## src/hw/cgc_pkg.sv

```systemverilog
// package for the converter global control block: register map, field layout, codes
// assumes a 32-bit classic wishbone slave with word-aligned registers
package cgc_pkg;

    // register byte addresses (offsets chosen for this block)
    localparam logic [7:0] CTL_ADDR     = 8'h00;
    localparam logic [7:0] RESULT_ADDR  = 8'h04;
    localparam logic [7:0] STATUS_ADDR  = 8'h08;
    localparam logic [7:0] MASK_ADDR    = 8'h0c;

    // control field positions
    localparam int XDIV_LSB  = 9;
    localparam int LP_BIT    = 8;
    localparam int PRE_LSB   = 6;
    localparam int SSEL_LSB  = 4;
    localparam int VMID_BIT  = 3;
    localparam int REFON_BIT = 2;
    localparam int OVIE_BIT  = 1;

    localparam logic [15:0] CTL_RESET    = 16'h0000;
    // writable bits: 11..1; bits 15..12 and bit 0 read zero
    localparam logic [15:0] CTL_WR_MASK  = 16'h0ffe;

    // status / mask bits
    localparam int ST_DONE_BIT = 0;
    localparam int ST_OVF_BIT  = 1;
    localparam logic [1:0] ST_RESET = 2'h0;

    localparam logic [31:0] UNMAPPED_DATA = 32'h0000_0000;

    typedef enum logic [1:0]
    {
        CGC_SRC_MAIN,
        CGC_SRC_SUB,
        CGC_SRC_AUX,
        CGC_SRC_TIMER
    } cgc_src_t;

endpackage : cgc_pkg

```

## src/hw/cgc_clkdiv.sv

```systemverilog
// cascaded divider: prescaler then extended divider, emits one-cycle ticks
// assumes src_tick_i is a one-cycle pulse per edge of the selected source
`timescale 1ns/1ps
module cgc_clkdiv
(
    input  wire logic       clk_i,
    input  wire logic       nrst_i,
    input  wire logic       src_tick_i,
    input  wire logic [1:0] pre_sel_i,
    input  wire logic [2:0] xdiv_sel_i,
    output logic            tick_o
);
    typedef struct packed
    {
        logic [2:0] pre_cnt;
        logic [5:0] x_cnt;
        logic       tick;
    } cgc_div_t;

    cgc_div_t s_r;
    cgc_div_t s_nxt;

    // ratio of the extended divider; reserved codes fall back to /1
    function automatic logic [5:0] xratio(input logic [2:0] sel);
        unique case (sel)
            3'h1:    xratio = 6'h03;
            3'h2:    xratio = 6'h10;
            3'h3:    xratio = 6'h30;
            default: xratio = 6'h01;
        endcase
    endfunction : xratio

    logic [2:0] pre_last;
    logic       pre_tick;

    always_comb
    begin
        pre_last = 3'((4'h1 << pre_sel_i) - 4'h1);
        pre_tick = src_tick_i && (s_r.pre_cnt >= pre_last);
        s_nxt = s_r;
        s_nxt.tick = 1'b0;
        if (src_tick_i)
        begin
            s_nxt.pre_cnt = pre_tick ? 3'h0 : s_r.pre_cnt + 3'h1;
        end
        if (pre_tick)
        begin
            if (s_r.x_cnt >= xratio(xdiv_sel_i) - 6'h01)
            begin
                s_nxt.x_cnt = 6'h00;
                s_nxt.tick  = 1'b1;
            end
            else
            begin
                s_nxt.x_cnt = s_r.x_cnt + 6'h01;
            end
        end
    end

    always_ff @(posedge clk_i or negedge nrst_i)
    begin
        if (!nrst_i)
        begin
            s_r <= '0;
        end
        else
        begin
            s_r <= s_nxt;
        end
    end

    assign tick_o = s_r.tick;

    tick_gap_a: assert property (@(posedge clk_i) disable iff (!nrst_i)
        s_r.tick && pre_sel_i == 2'h1 && xdiv_sel_i == 3'h1 && $stable(pre_sel_i)
        |=> !s_r.tick) else $error("divided tick repeated back to back");
    unity_div_a: assert property (@(posedge clk_i) disable iff (!nrst_i)
        src_tick_i && pre_sel_i == 2'h0 && xdiv_sel_i == 3'h0
        |=> s_r.tick) else $error("divide by one lost a tick");

endmodule : cgc_clkdiv

```

## src/hw/cgc_srcsel.sv

```systemverilog
// source clock selector: turns the chosen source level into an edge tick
// assumes source clock levels are synchronous samples, well below SYS_CLK_I
`timescale 1ns/1ps
module cgc_srcsel
(
    input  wire logic       clk_i,
    input  wire logic       nrst_i,
    input  wire logic [3:0] src_lvl_i,
    input  wire logic [1:0] sel_i,
    output logic            tick_o
);
    typedef struct packed
    {
        logic prev;
        logic tick;
    } cgc_sel_t;

    cgc_sel_t s_r;
    cgc_sel_t s_nxt;
    logic     cur;

    always_comb
    begin
        cur = src_lvl_i[sel_i];
        s_nxt.prev = cur;
        s_nxt.tick = cur && !s_r.prev;
    end

    always_ff @(posedge clk_i or negedge nrst_i)
    begin
        if (!nrst_i)
        begin
            s_r <= '0;
        end
        else
        begin
            s_r <= s_nxt;
        end
    end

    assign tick_o = s_r.tick;

    src_edge_a: assert property (@(posedge clk_i) disable iff (!nrst_i)
        $rose(src_lvl_i[sel_i]) && $stable(sel_i) |=> s_r.tick)
        else $error("rising edge of chosen source missed");

endmodule : cgc_srcsel

```

## src/hw/cgc_top.sv

```systemverilog
// converter global control: register, clock chain, analog enables, overflow irq
// assumes a classic wishbone master; analog side delivers results as pulses
`timescale 1ns/1ps
module cgc_top
(
    input  wire logic        SYS_CLK_I,
    input  wire logic        NRST_I,
    input  wire logic        WB_CYC_I,
    input  wire logic        WB_STB_I,
    input  wire logic        WB_WE_I,
    input  wire logic [7:0]  WB_ADR_I,
    input  wire logic [3:0]  WB_SEL_I,
    input  wire logic [31:0] WB_DAT_I,
    output logic      [31:0] WB_DAT_O,
    output logic             WB_ACK_O,
    input  wire logic        SUB_MAIN_CLOCK_I,
    input  wire logic        AUX_CLOCK_I,
    input  wire logic        TIMER_EXTERNAL_CLOCK_IN_I,
    input  wire logic        GLOBAL_IRQ_ENABLE_I,
    input  wire logic        RESULT_VALID_I,
    input  wire logic [15:0] RESULT_DATA_I,
    output logic             CONV_CLK_TICK_O,
    output logic             LOW_POWER_SELECT_O,
    output logic             MIDSUPPLY_BUFFER_ON_O,
    output logic             REFERENCE_GENERATOR_ON_O,
    output logic             OVERFLOW_IRQ_O,
    output logic             IRQ_O
);
    typedef struct packed
    {
        logic [15:0] ctl;
        logic [15:0] result;
        logic        unread;
        logic [1:0]  status;
        logic [1:0]  mask;
        logic [31:0] dat;
        logic        ack;
        logic        lp;
        logic        vmid;
        logic        refon;
        logic        ovf_irq;
        logic        irq;
    } cgc_state_t;

    cgc_state_t s_r;
    cgc_state_t s_nxt;

    logic       src_tick;
    logic       div_tick;
    logic [3:0] src_lvl;
    logic       bus_req;
    logic       wr_lo;
    logic       wr_hi;

    // the main source is the system clock itself: a tick on every cycle
    assign src_lvl = {TIMER_EXTERNAL_CLOCK_IN_I, AUX_CLOCK_I, SUB_MAIN_CLOCK_I, 1'b0};

    logic [3:0] src_lvl_eff;
    logic       main_sel;
    logic       sel_tick;
    assign main_sel = s_r.ctl[cgc_pkg::SSEL_LSB +: 2] == cgc_pkg::CGC_SRC_MAIN;
    assign src_lvl_eff = src_lvl;
    assign src_tick = main_sel ? 1'b1 : sel_tick;

    cgc_srcsel u_srcsel
    (
        .clk_i     (SYS_CLK_I),
        .nrst_i    (NRST_I),
        .src_lvl_i (src_lvl_eff),
        .sel_i     (s_r.ctl[cgc_pkg::SSEL_LSB +: 2]),
        .tick_o    (sel_tick)
    );

    cgc_clkdiv u_clkdiv
    (
        .clk_i      (SYS_CLK_I),
        .nrst_i     (NRST_I),
        .src_tick_i (src_tick),
        .pre_sel_i  (s_r.ctl[cgc_pkg::PRE_LSB +: 2]),
        .xdiv_sel_i (s_r.ctl[cgc_pkg::XDIV_LSB +: 3]),
        .tick_o     (div_tick)
    );

    // low-power mode halves the converter rate by dropping every other tick
    logic lp_phase_r;
    always_ff @(posedge SYS_CLK_I or negedge NRST_I)
    begin
        if (!NRST_I)
        begin
            lp_phase_r <= 1'b0;
        end
        else if (div_tick)
        begin
            lp_phase_r <= ~lp_phase_r;
        end
    end

    logic conv_tick_r;
    always_ff @(posedge SYS_CLK_I or negedge NRST_I)
    begin
        if (!NRST_I)
        begin
            conv_tick_r <= 1'b0;
        end
        else
        begin
            conv_tick_r <= div_tick && (!s_r.lp || lp_phase_r);
        end
    end
    assign CONV_CLK_TICK_O = conv_tick_r;

    assign bus_req = WB_CYC_I && WB_STB_I && !s_r.ack;
    assign wr_lo   = bus_req && WB_WE_I && WB_SEL_I[0];
    assign wr_hi   = bus_req && WB_WE_I && WB_SEL_I[1];

    always_comb
    begin
        s_nxt = s_r;
        s_nxt.ack = bus_req;
        // control register: byte lanes 0 and 1, reserved bits forced to zero
        if (WB_ADR_I == cgc_pkg::CTL_ADDR)
        begin
            if (wr_lo)
            begin
                s_nxt.ctl[7:0] = WB_DAT_I[7:0] & cgc_pkg::CTL_WR_MASK[7:0];
            end
            if (wr_hi)
            begin
                s_nxt.ctl[15:8] = WB_DAT_I[15:8] & cgc_pkg::CTL_WR_MASK[15:8];
            end
        end
        if (WB_ADR_I == cgc_pkg::MASK_ADDR && wr_lo)
        begin
            s_nxt.mask = WB_DAT_I[1:0];
        end
        // read data is captured with ack
        s_nxt.dat = cgc_pkg::UNMAPPED_DATA;
        if (bus_req && !WB_WE_I)
        begin
            unique case (WB_ADR_I)
                cgc_pkg::CTL_ADDR:    s_nxt.dat = {16'h0000, s_r.ctl & cgc_pkg::CTL_WR_MASK};
                cgc_pkg::RESULT_ADDR: s_nxt.dat = {16'h0000, s_r.result};
                cgc_pkg::STATUS_ADDR: s_nxt.dat = {30'h0, s_r.status};
                cgc_pkg::MASK_ADDR:   s_nxt.dat = {30'h0, s_r.mask};
                default:              s_nxt.dat = cgc_pkg::UNMAPPED_DATA;
            endcase
        end
        // reading the result releases it; reading status clears it
        if (bus_req && !WB_WE_I && WB_ADR_I == cgc_pkg::RESULT_ADDR)
        begin
            s_nxt.unread = 1'b0;
        end
        if (bus_req && !WB_WE_I && WB_ADR_I == cgc_pkg::STATUS_ADDR)
        begin
            s_nxt.status = cgc_pkg::ST_RESET;
        end
        // a new result wins over a same-cycle read and clear
        if (RESULT_VALID_I)
        begin
            s_nxt.result = RESULT_DATA_I;
            s_nxt.unread = 1'b1;
            s_nxt.status[cgc_pkg::ST_DONE_BIT] = 1'b1;
            if (s_r.unread)
            begin
                s_nxt.status[cgc_pkg::ST_OVF_BIT] = 1'b1;
            end
        end
        s_nxt.lp    = s_nxt.ctl[cgc_pkg::LP_BIT];
        s_nxt.vmid  = s_nxt.ctl[cgc_pkg::VMID_BIT];
        s_nxt.refon = s_nxt.ctl[cgc_pkg::REFON_BIT];
        s_nxt.ovf_irq = s_nxt.status[cgc_pkg::ST_OVF_BIT]
                        && s_nxt.ctl[cgc_pkg::OVIE_BIT] && GLOBAL_IRQ_ENABLE_I;
        s_nxt.irq   = |(s_nxt.status & s_nxt.mask);
    end

    always_ff @(posedge SYS_CLK_I or negedge NRST_I)
    begin
        if (!NRST_I)
        begin
            s_r     <= '0;
            s_r.ctl <= cgc_pkg::CTL_RESET;
        end
        else
        begin
            s_r <= s_nxt;
        end
    end

    assign WB_DAT_O                 = s_r.dat;
    assign WB_ACK_O                 = s_r.ack;
    assign LOW_POWER_SELECT_O       = s_r.lp;
    assign MIDSUPPLY_BUFFER_ON_O    = s_r.vmid;
    assign REFERENCE_GENERATOR_ON_O = s_r.refon;
    assign OVERFLOW_IRQ_O           = s_r.ovf_irq;
    assign IRQ_O                    = s_r.irq;

    reserved_zero_a: assert property (@(posedge SYS_CLK_I) disable iff (!NRST_I)
        s_r.ctl[15:12] == 4'h0 && !s_r.ctl[0])
        else $error("reserved control bits not zero");
    ctl_write_a: assert property (@(posedge SYS_CLK_I) disable iff (!NRST_I)
        wr_lo && WB_ADR_I == cgc_pkg::CTL_ADDR
        |=> s_r.ctl[7:0] == ($past(WB_DAT_I[7:0]) & 8'hfe))
        else $error("control low byte write lost");
    lp_follow_a: assert property (@(posedge SYS_CLK_I) disable iff (!NRST_I)
        s_r.lp == s_r.ctl[cgc_pkg::LP_BIT])
        else $error("low-power output disagrees with control");
    vmid_follow_a: assert property (@(posedge SYS_CLK_I) disable iff (!NRST_I)
        MIDSUPPLY_BUFFER_ON_O == s_r.ctl[cgc_pkg::VMID_BIT])
        else $error("midsupply buffer output wrong");
    ref_follow_a: assert property (@(posedge SYS_CLK_I) disable iff (!NRST_I)
        REFERENCE_GENERATOR_ON_O == s_r.ctl[cgc_pkg::REFON_BIT])
        else $error("reference output wrong");
    ovf_gate_a: assert property (@(posedge SYS_CLK_I) disable iff (!NRST_I)
        OVERFLOW_IRQ_O |-> s_r.ctl[cgc_pkg::OVIE_BIT] && $past(GLOBAL_IRQ_ENABLE_I))
        else $error("overflow irq raised while disabled");
    ovf_set_a: assert property (@(posedge SYS_CLK_I) disable iff (!NRST_I)
        RESULT_VALID_I && s_r.unread |=> s_r.status[cgc_pkg::ST_OVF_BIT])
        else $error("overwrite of unread result not flagged");
    lp_rate_a: assert property (@(posedge SYS_CLK_I) disable iff (!NRST_I)
        s_r.lp && div_tick && !lp_phase_r |=> !conv_tick_r)
        else $error("low-power mode passed a dropped tick");
    ack_drop_a: assert property (@(posedge SYS_CLK_I) disable iff (!NRST_I)
        WB_ACK_O |=> !WB_ACK_O)
        else $error("ack held for more than one cycle");

    // bus side: the answer is a fixed single wait state, data is zero outside ack
    ack_answer_a: assert property (@(posedge SYS_CLK_I) disable iff (!NRST_I)
        bus_req |=> WB_ACK_O)
        else $error("bus request not answered");
    dat_idle_a: assert property (@(posedge SYS_CLK_I) disable iff (!NRST_I)
        !WB_ACK_O |-> WB_DAT_O == 32'h0000_0000)
        else $error("read data not zero outside ack");

    // upper control byte: divider and low-power fields, reserved nibble dropped
    ctl_hi_write_a: assert property (
        @(posedge SYS_CLK_I) disable iff (!NRST_I)
        wr_hi && WB_ADR_I == cgc_pkg::CTL_ADDR
        |=> s_r.ctl[15:8] == ($past(WB_DAT_I[15:8]) & 8'h0f))
        else $error("control high byte write lost");
    mask_write_a: assert property (@(posedge SYS_CLK_I) disable iff (!NRST_I)
        wr_lo && WB_ADR_I == cgc_pkg::MASK_ADDR
        |=> s_r.mask == $past(WB_DAT_I[1:0]))
        else $error("mask write lost");

    // a status read with no new result in the same cycle leaves nothing set
    status_clear_a: assert property (@(posedge SYS_CLK_I) disable iff (!NRST_I)
        bus_req && !WB_WE_I && WB_ADR_I == cgc_pkg::STATUS_ADDR && !RESULT_VALID_I
        |=> s_r.status == 2'h0)
        else $error("status read did not clear");
    result_take_a: assert property (
        @(posedge SYS_CLK_I) disable iff (!NRST_I)
        RESULT_VALID_I |=> s_r.result == $past(RESULT_DATA_I) && s_r.unread
        && s_r.status[cgc_pkg::ST_DONE_BIT])
        else $error("new result not captured");

    // outside low-power mode every divided tick reaches the converter
    conv_pass_a: assert property (
        @(posedge SYS_CLK_I) disable iff (!NRST_I)
        !s_r.lp && div_tick |=> conv_tick_r)
        else $error("divided tick not passed on");

    ovf_cover_c: cover property (@(posedge SYS_CLK_I) disable iff (!NRST_I) OVERFLOW_IRQ_O);
    irq_cover_c: cover property (@(posedge SYS_CLK_I) disable iff (!NRST_I) IRQ_O);
    lp_cover_c:  cover property (@(posedge SYS_CLK_I) disable iff (!NRST_I) s_r.lp && conv_tick_r);
    div48_cover_c: cover property (@(posedge SYS_CLK_I) disable iff (!NRST_I)
        s_r.ctl[11:9] == 3'h3 && div_tick);
    sub_src_cover_c: cover property (@(posedge SYS_CLK_I) disable iff (!NRST_I)
        s_r.ctl[5:4] == 2'h1 && div_tick);

endmodule : cgc_top

```

## config.mk

```make
export PLATFORM = sky130hd
export DESIGN_NAME = cgc_top
export DESIGN_NICKNAME = d
export VERILOG_FILES = /design/src/hw/cgc_pkg.sv /design/src/hw/cgc_clkdiv.sv /design/src/hw/cgc_srcsel.sv /design/src/hw/cgc_top.sv
export SDC_FILE = /design/constraint.sdc
export NUM_CORES = 1
export LEC_CHECK = 0
export ABC_AREA = 1
export BUFFER_PORTS_ARGS = -buffer_cell sky130_fd_sc_hd__buf_4
export CAP_MARGIN = 20
export CORE_MARGIN = 4
export CORE_UTILIZATION = 25
export CTS_BUF_LIST = sky130_fd_sc_hd__clkbuf_4 sky130_fd_sc_hd__clkbuf_8
export CTS_CLUSTER_DIAMETER = 30
export DETAILED_ROUTE_END_ITERATION = 8
export GPL_TIMING_DRIVEN = 0
export MAX_ROUTING_LAYER = met4
export PLACE_DENSITY = 0.55
export RECOVER_POWER = 50
export SLEW_MARGIN = 0
export SYNTH_ARGS = -nofsm -noshare
export SYNTH_HDL_FRONTEND = slang
export SYNTH_SLANG_ARGS = --single-unit
```

## constraint.sdc

```tcl
create_clock -name SYS_CLK_I -period 3.1 [get_ports SYS_CLK_I]
set_input_delay 0.31 -clock SYS_CLK_I [delete_from_list [all_inputs] [get_ports SYS_CLK_I]]
set_output_delay 0.31 -clock SYS_CLK_I [all_outputs]
set_load 0.01 [all_outputs]
```

# Word-level counts from Yosys, hierarchy flattened
# Cells that the tools add are included.
[totals]
register_bits = 84
output_inout_bits = 39
wordCells = 81
[classes]
addsub = 4
magnitude_cmp = 3
eq_ne = 6
n_shift = 1
muxes = 19
n_bitwise = 2
n_reduce_logical = 25
[op_table]
columns = ["operator", "n"]
rows = [
  ["16-bit case mux with 4 select lines", 1],
  ["6-bit case mux with 3 select lines", 1],
  ["8-bit by 4-bit == test with 1-bit output, second input constant", 2],
  ["16-bit two-way mux", 1],
  ["1-bit logical AND", 14],
  ["6-bit two-way mux", 2],
  ["9-bit two-way mux", 1],
  ["8-bit by 3-bit == test with 1-bit output, second input constant", 1],
  ["8-bit logical NOT", 1],
  ["8-bit two-way mux", 1],
  ["1-bit two-way mux", 7],
  ["6-bit by 1-bit adder with 6-bit output, second input constant", 1],
  ["3-bit by 2-bit == test with 1-bit output, second input constant", 2],
  ["6-bit >= comparator", 1],
  ["3-bit two-way mux", 2],
  ["6-bit by 1-bit subtractor with 6-bit output, second input constant", 1],
  ["1-bit logical NOT", 4],
  ["2-bit two-way mux", 2],
  ["2-bit AND reduction", 2],
  ["3-bit by 1-bit adder with 3-bit output, second input constant", 1],
  ["3-bit by 1-bit == test with 1-bit output, second input constant", 1],
  ["3-bit >= comparator", 1],
  ["2-bit by 3-bit less-than comparator with 1-bit output, second input constant", 1],
  ["1-bit by 2-bit << shifter with 3-bit output, first input constant", 1],
  ["8 further kinds", 8],
]

# Longest topological paths before layout
# Gate-level depths: netlist (run 1).
[depth]
depth_word = 9
ltp_mapped = 12

# Hierarchy
# A second synthesis (run 1) with hierarchy kept.
[unflattened]
hier_cells = 398
hier_area_um2 = 3434.5
[modules_own_cells]
columns = ["mod", "instances", "cells_per_inst", "area_per_inst_um2", "seq_area_each_um2"]
rows = [
  ["cgc_top", 1, 279, 2529.9, 1326.3],
  ["cgc_clkdiv", 1, 106, 795.8, 250.2],
  ["cgc_srcsel", 1, 13, 108.9, 50.0],
]

# Least setup slack after synthesis (run 1)
# No wires, ideal clock.
[synth_path]
kind = "register to register"
from = "register s_r[66] in the netlist's numbering"
to = "register u_clkdiv.s_r[1] in the netlist's numbering"
setup_ns = 0.065
arrival_ns = 1.624
required_time_ns = 3.035
path_slack_ns = 1.411
stages_incl_launch_ff = 12
path_cell_list = "dfrtp_1 or2_2 ha_1 inv_1 nand2_1 nand3_1 nand2_1 nand2_1 buf_2 nor2_1 nand2_1 nand2_1"
[synth_via]
elab_chain_cells = 4
[synth_rtl]
columns = ["item", "line", "rtl"]
rows = [
  ["start, declared", "cgc_top.sv:45", "cgc_state_t s_r;"],
  ["start signal, assigned", "cgc_top.sv:185", "s_r <= s_nxt;"],
  ["1-bit by 2-bit << shifter with 3-bit output", "cgc_clkdiv.sv:38", "pre_last = 3'((4'h1 << pre_sel_i) - 4'h1);"],
  ["3-bit by 1-bit subtractor with 3-bit output", "cgc_clkdiv.sv:38", ""],
  ["3-bit >= comparator", "cgc_clkdiv.sv:39", "pre_tick = src_tick_i && (s_r.pre_cnt >= pre_last);"],
  ["1-bit logical AND", "cgc_clkdiv.sv:39", ""],
  ["end signal, assigned", "cgc_clkdiv.sv:68", "s_r <= s_nxt;"],
  ["end, declared", "cgc_clkdiv.sv:20", "cgc_div_t s_r;"],
]
# No other way between the ends.
# A chain may end at the register's enable or synchronous reset.

# Final worst setup path (run 1)
# Same ends and word-level chain as after synthesis.

==> flow_summary.json, run 1 <==
{
  "crit_top_cell": "nand2_1",
  "finalSetupTns_ps": 0,
  "via_per_inst": 4.00,
  "arrival_ps": 2180,
  "violations": "capacitance limit, slew limit",
  "wl_per_cell_um": 12.1,
  "cp.required_ps": 3380,
  "row_count": 41,
  "cts.sinks": 65,
  "critPathBufInv": 2,
  "grt_pass1_vias": 2627,
  "cts_root_buf": "clkbuf_8",
  "synth.avg_cell_area_um2": 8.59,
  "mappedNetlistArea_um2": 3290,
  "gr-total-overflow": 0,
  "cp-end-kind": "register",
  "pwr-share-clk": 0.375,
  "cts-htree-levels": 3,
  "synth_warnings": 0,
  "clock.fmax_ghz": 0.526,
  "ys_dominant_reg_cell": "dfrtp_1",
  "synthToLayoutAreaGrowth_pct": 30.8,
  "finalWorstSetupSlack_ps": 1200,
  "dp.final_hpwl_mm": 6.11,
  "antenna_left": 0,
  "min_period_ps": 1900,
  "power_switching_mw": 0.624,
  "grt_util_all_layers": 0.112,
  "rsz0062_at_grt": "false",
  "report.final.slew_viol_count": 66,
  "antenna_found_initial": 0,
  "finalSetupViolations": 0,
  "crit_type": "register to register",
  "die-height_um": 123,
  "cts.repair.resized": 0,
  "maxCapViolations": 1,
  "core_region_area_um2": 12800,
  "initial_core_util": 0.258,
  "grt_start_max_net_pins": 66,
  "antennaDiodeCount": 0,
  "cp-start-kind": "register",
  "clk_latency_ps": 350,
  "numPortBuffers": 69,
  "yosysTopAreaCell": "dfrtp_1",
  "power_mw": 2.21,
  "ys_types": 30,
  "drc": 0,
  "async_flop_share": 1.00,
  "synth_area_leaders": "dfrtp_1, nand2_1, buf_4",
  "p_leak_nw": 2.33,
  "status": "complete, but fails checks",
  "nets": 559,
  "grt_pass1_wl_mm": 12.5,
  "yosysSeqAreaShare": 0.494,
  "layout-drive-gt1-share": 0.292,
  "slew_headroom": -0.0641,
  "cts_tree": "built",
  "gp_congestion": 0.804,
  "intPower_mw": 1.59,
  "ys_ff_latch": 65,
  "cts_hold_buf": 0,
  "fin_util": 0.337,
  "irDropWorstVdd_v": 0.000198,
  "synth_top_area_share": 0.494,
  "hold_viol_final": 0,
  "io_pins": 109,
  "swShare": 0.282,
  "vias": 2618,
  "dieArea_um2": 15100,
  "clkTransAtPathRegs_ps": 80,
  "post-route-period-util": 0.613,
  "drt_iter0_drc": 121,
  "syn-instance-count": 383,
  "hold_path_class": "input pin to register",
  "numCtsBuffers": 9,
  "power_frac_seq": 0.449,
  "finClkSkew_ps": 7.96,
  "critPathMaxStageDelay_ps": 410,
  "cts_buffer_depth": 2,
  "worstPathCellList": "or2_2, ha_1, inv_1, nand2_1, nand3_1, nand2_1, nand2_1, buf_2, nor2_1, nand2_1, nand2_1",
  "worstPathMaxFanout": 10,
  "postCtsSetupRepairBufs": 0,
  "pwr-share-comb": 0.176,
  "reg2reg_slack_ps": 1200,
  "dp_slack_ps": 1210,
  "hold_ws_ps": 160,
  "power_density_nw_per_um2": 515,
  "firstDrtPassIters": 4,
  "cpMaxStageDelayCell": "dfrtp_1",
  "die_w_um": 123,
  "routed_wl_mm": 7.93,
  "worstMarginPinSlew_ps": 1600,
  "crit_family": "simple AND/OR/NAND/NOR gates",
  "synth-edff-count": 0
}
## registers in the layout, summed over array words and instances, names as in the netlist
| register | cells |
|---|---|
| u_clkdiv.s_r | 9 |
| WB_ACK_O | 1 |
| OVERFLOW_IRQ_O | 1 |
| lp_phase_r | 1 |
| s_r | 32 |
| WB_DAT_O | 16 |
| u_clkdiv.tick_o | 1 |
| u_srcsel.s_r | 1 |
| IRQ_O | 1 |
| CONV_CLK_TICK_O | 1 |
| u_srcsel.tick_o | 1 |
## path summary, 6_finish.rpt
path	startpoint	to	cells after the start
worst max register to register	s_r[66]$_DFFE_PN0P_	u_clkdiv.s_r[1]$_DFFE_PN0P_	11
worst max-delay path	s_r[66]$_DFFE_PN0P_	u_clkdiv.s_r[1]$_DFFE_PN0P_	11
worst min register to register	u_srcsel.s_r[1]$_DFF_PN0_	u_srcsel.tick_o$_DFF_PN0_	1
worst min-delay path	RESULT_DATA_I[2]	s_r[45]$_DFFE_PN0P_	3
min in group asynchronous	NRST_I	WB_DAT_O[15]$_DFF_PN0_	1
max in group asynchronous	NRST_I	s_r[65]$_DFFE_PN0P_	1
## worst reg2reg max path, cell delays in order (launching register included)
cell     delay (ps)
dfrtp_1         410
or2_2           310
ha_1            270
inv_1            40
nand2_1          50
nand3_1          60
nand2_1         150
nand2_1          90
buf_2           190
nor2_1          150
nand2_1          60
nand2_1          60
## cell type report
| class | instances | area, um2 |
|---|---|---|
| Fill cell | 1323 | 8470 |
| Sequential cell | 65 | 1630 |
| Multi-Input combinational cell | 254 | 1280 |
| Timing Repair Buffer | 69 | 512 |
| Buffer | 41 | 300 |
| Tap cell | 172 | 215 |
| Clock buffer | 11 | 151 |
| Inverter | 38 | 143 |
| Clock inverter | 5 | 77.6 |
## kinds of logic (layout without fill, tap and decap cells)
| logic type | after synthesis | count (layout) | share of synthesized area |
|---|---|---|---|
| AND/OR/NAND/NOR | 182 | 182 | 0.249 |
| XOR/XNOR | 3 | 3 | 0.00799 |
| AO/OA/AOI/OAI | 41 | 41 | 0.0700 |
| adder cells (fa/ha/maj) | 11 | 11 | 0.0418 |
| other | 2 | 17 | 0.00228 |
| flip-flops | 65 | 65 | 0.494 |
| buffers and inverters | 79 | 164 | 0.135 |
## per-layer routing
| metal | global-route usage | vias to the layer above | part of all wire |
|---|---|---|---|
| li1 | - | 1343 | - |
| met1 | 0.137 | 1191 | 0.44 |
| met2 | 0.171 | 74 | 0.47 |
| met3 | 0.0336 | 10 | 0.077 |
| met4 | 0.0455 | 0 | 0.016 |
| met5 | - | - | 0 |
## synth_stat cells (2+ instances only)
| cell type | instances |
|---|---|
| nand2_1 | 120 |
| dfrtp_1 | 65 |
| inv_1 | 37 |
| buf_4 | 32 |
| nor2_1 | 23 |
| nand3_1 | 17 |
| a21oi_1 | 15 |
| o21ai_0 | 14 |
| ha_1 | 11 |
| nand4_1 | 8 |
| nor2_2 | 4 |
| nor2_4 | 4 |
| o21ai_1 | 4 |
| a21oi_2 | 3 |
| buf_2 | 3 |
| buf_6 | 3 |
| clkbuf_1 | 3 |
| conb_1 | 2 |
| nand2_4 | 2 |
| o21bai_1 | 2 |
| xor2_1 | 2 |
## placed cells by master (no fill, tap or decap)
cell and instances:
a21oi_2 3, nand2_4 2, buf_6 3, a21boi_0 1
nor2_8 1, nor2_4 4, a21o_1 1, buf_2 3
o21ai_2 1, nand3_1 17, dfrtp_1 65, clkbuf_2 1
o21ai_0 14, xnor2_1 1, xor2_1 2, a21oi_1 15
clkbuf_1 4, inv_2 1, nand4_4 1, o21bai_1 2
nor2_2 4, nor2_1 23, conb_1 17, inv_1 37
ha_1 11, clkbuf_8 11, o21ai_1 4, buf_4 99
nand2_1 120, nand4_1 8, clkinvlp_4 1, nand2_2 1
clkinv_2 2, or2_2 1, bufinv_16 2
## metrics by stage
stage | cell area, um2 | cells
finish | 4300 | 655
CTS | 4310 | 655
global route | 4300 | 655
floorplan | 3350 | 398
detailed placement | 4080 | 639
global placement | 4080 | 639
## power groups by stage
stage | Combinational (mW) | Sequential [mW] | Clock [mW]
6_report | 0.389 | 0.994 | 0.831
3_3_place_gp | 0.378 | 1.00 | 0
5_1_grt | 0.467 | 1.00 | 0.892
3_5_place_dp | 0.395 | 1.01 | 0
2_1_floorplan | 0.265 | 0.991 | 0
4_1_cts | 0.396 | 0.993 | 0.852
(Power assumes the default switching activity.)
==> inputs of run 2 (changes only) <==
--- a/config.mk
+++ b/config.mk
@@ -5,7 +5,7 @@
 export SDC_FILE = /design/constraint.sdc
 export NUM_CORES = 1
 export LEC_CHECK = 0
-export ABC_AREA = 1
+export ABC_AREA = 0
 export BUFFER_PORTS_ARGS = -buffer_cell sky130_fd_sc_hd__buf_4
 export CAP_MARGIN = 20
 export CORE_MARGIN = 4
@@ -15,7 +15,7 @@
 export DETAILED_ROUTE_END_ITERATION = 8
 export GPL_TIMING_DRIVEN = 0
 export MAX_ROUTING_LAYER = met4
-export PLACE_DENSITY = 0.55
+export PLACE_DENSITY = 0.56
 export RECOVER_POWER = 50
 export SLEW_MARGIN = 0
 export SYNTH_ARGS = -nofsm -noshare
==> constraint.sdc (replaced) <==
create_clock -name SYS_CLK_I -period 2 [get_ports SYS_CLK_I]
set_input_delay 0.2 -clock SYS_CLK_I [delete_from_list [all_inputs] [get_ports SYS_CLK_I]]
set_output_delay 0.2 -clock SYS_CLK_I [all_outputs]
set_load 0.01 [all_outputs]
==> run 2 against run 1 <==
The run now ends clean. First-iteration DRC count rose by 38%. Cell area shrank 4.0%. Area after synthesis decreased by 3.8%. Utilization increased by 0.12 points. Largest cell class unchanged. Final cell count down 18%. Maximum frequency rose by 1.9%. Register-to-register slack got worse by 1100 ps. Global-route usage is 0.92 points lower. Worst setup slack lost 1100 ps. Worst hold slack got worse by 67 ps. Flip-flop and latch count unchanged. Critical endpoint is now u_clkdiv.s_r[4]$_DFFE_PN0P_.
==> flow_summary.json, run 2 <==
{
  "status": "complete, no violations",
  "yosysMostFrequentCell": "dfrtp_1",
  "dp.final_hpwl_mm": 5.33,
  "mappedNetlistArea_um2": 3160,
  "die_w_um": 120,
  "row_count": 40,
  "grt_pass1_wl_mm": 11.3,
  "dieArea_um2": 14500,
  "hold_ws_ps": 92.4,
  "regMostFlops": "s_r",
  "dpl_cell_area_um2": 3950,
  "grt_start_max_net_pins": 66,
  "cts_buffer_depth": 2,
  "maxCapViolations": 0,
  "synth_area_leaders": "dfrtp_1, mux2_2, buf_4",
  "syn-instance-count": 267,
  "ys_dominant_reg_cell": "dfrtp_1",
  "hold_viol_final": 0,
  "wl_per_cell_um": 13.4,
  "synth.avg_cell_area_um2": 11.8,
  "layout-drive-gt1-share": 0.388,
  "cp.required_ps": 2250,
  "cts_root_buf": "clkbuf_8",
  "io_pins": 109,
  "firstDrtPassIters": 4,
  "yosysTopAreaCell": "dfrtp_1",
  "clk_latency_ps": 340,
  "ys_ff_latch": 65,
  "vias": 2207,
  "routed_wl_mm": 7.17,
  "hold_path_class": "input pin to register",
  "cp-end-kind": "register",
  "antennaDiodeCount": 0,
  "cts.sinks": 65,
  "grt_util_all_layers": 0.102,
  "worstMarginPinSlew_ps": 901,
  "final_cell_mix": "buf_4, dfrtp_1, mux2_2",
  "post-route-period-util": 0.932,
  "antenna_found_initial": 0,
  "die-height_um": 120,
  "ys_types": 44,
  "drc": 0,
  "layout_commonest_cell": "buf_4",
  "gp_congestion": 0.780,
  "cts-htree-levels": 3,
  "core_region_area_um2": 12200,
  "synth-edff-count": 0,
  "rsz0062_at_grt": "false",
  "via_per_inst": 4.11,
  "hold_depth": 2,
  "finalSetupViolations": 0,
  "slew_headroom": 0.400,
  "reg2regPathDepth": 7,
  "irDropWorstVdd_v": 0.000288,
  "initial_core_util": 0.259,
  "async_flop_share": 1.00,
  "grt_pass1_vias": 2209,
  "clkTransAtPathRegs_ps": 70,
  "p_leak_nw": 1.96,
  "worstPathMaxFanout": 10,
  "cts_tree": "built",
  "finalSetupTns_ps": 0,
  "clock.fmax_ghz": 0.536,
  "report.final.slew_viol_count": 0,
  "synthToLayoutAreaGrowth_pct": 30.5,
  "nets": 447,
  "synth_warnings": 0,
  "yosysSeqAreaShare": 0.514,
  "crit_type": "register to register",
  "numCtsBuffers": 9,
  "synth_top_area_share": 0.514,
  "arrival_ps": 2110,
  "gr-total-overflow": 0,
  "drt_iter0_drc": 167,
  "finClkSkew_ps": 6.67,
  "power_density_nw_per_um2": 725,
  "min_period_ps": 1860,
  "antenna_left": 0,
  "cp-start-kind": "register",
  "largest_register_ffs": 32,
  "numPortBuffers": 69,
  "fin_area_um2": 4130,
  "yosys-top-cells-count": "dfrtp_1, buf_4, mux2_2"
}
run 2: changes by cell type after synthesis, moves of 11 or more:
cell | previous run | this run
a22oi_1 | 0 | 15
mux2_2 | 0 | 28
a21oi_1 | 15 | 4
inv_1 | 37 | 8
nand3_1 | 17 | 4
nand2_1 | 120 | 12
run 2: what timing repair did:
item / in CTS / in global routing
pin swaps: 1 / 4
hold buffers: 1 / 0
gates cloned: 0 / 0
resized for setup: 2 / 8
hold endpoints to repair: 10 / 0
setup buffers: 3 / 0
setup endpoints to repair: 7 / 5
run 2: per-layer routing:
layer	share of wire	GRT usage	routed length, um	vias up
li1	-	-	-	1092
met1	0.47	0.130	3340	1038
met2	0.46	0.156	3320	66
met3	0.060	0.0327	430	11
met4	0.012	0.0319	84	0
met5	0	-	0	-
run 2: layout make-up:
class | count | area [um2]
sequential | 65 | 1630
timing repair buffer | 73 | 475
multi-input combinational | 171 | 1330
clock inverter | 3 | 42.5
fill | 1274 | 8080
clock buffer | 11 | 145
tap | 168 | 210
buffer | 38 | 270
inverter | 8 | 30.0
run 2: kinds of logic (layout without fill, tap and decap cells):
logic type      after synthesis  count (layout)  synth area share
compound gates               42              42            0.0890
xor+xnor                      1               1           0.00277
fa+ha+maj                    11              11            0.0435
buf+inv                      46             133            0.0926
flops                        65              65             0.514
mux                          31              31             0.116
other cells                   2              17           0.00237
simple gates                 69              69             0.140
run 2: worst max-delay path, stage by stage (launching register included):
cell     delay, ps
dfrtp_1        380
or2_4          260
ha_4           260
nor2b_1         40
o21a_2         220
buf_6          140
or3_1          340
a22oi_1        140
run 2: path summary, 6_finish.rpt:
kind / slack (ps) / endpoint / from
setup / recovery: 140 / u_clkdiv.s_r[4]$_DFFE_PN0P_ / s_r[66]$_DFFE_PN0P_
hold / removal: 90 / s_r[52]$_DFFE_PN0P_ / RESULT_DATA_I[9]
setup reg to reg: 140 / u_clkdiv.s_r[4]$_DFFE_PN0P_ / s_r[66]$_DFFE_PN0P_
hold reg to reg: 390 / u_srcsel.tick_o$_DFF_PN0_ / u_srcsel.s_r[1]$_DFF_PN0_
max in group asynchronous: 850 / WB_DAT_O[1]$_DFF_PN0_ / NRST_I
min in group asynchronous: 530 / WB_DAT_O[14]$_DFF_PN0_ / NRST_I
run 2: report_power, final:
group	internal [mW]	total [mW]	switching (mW)	leakage (nW)
sequential	1.41	1.48	0.0658	0.846
clock	0.608	1.08	0.477	0.0947
combinational	0.223	0.431	0.209	1.02
total	2.24	2.99	0.752	1.96
run 2: through the flow:
| stage | total power, mW | std cells | utilization | setup slack, ps |
|---|---|---|---|---|
| after detailed placement | 1.92 | 519 | 0.323 | -159 |
| final | 2.99 | 537 | 0.338 | 136 |
| after global placement | 1.90 | 519 | 0.323 | -118 |
| after CTS | 3.04 | 537 | 0.342 | 3.05 |
| after global routing | 3.15 | 537 | 0.338 | 53.8 |
| after floorplan | 1.73 | 282 | - | 77.2 |
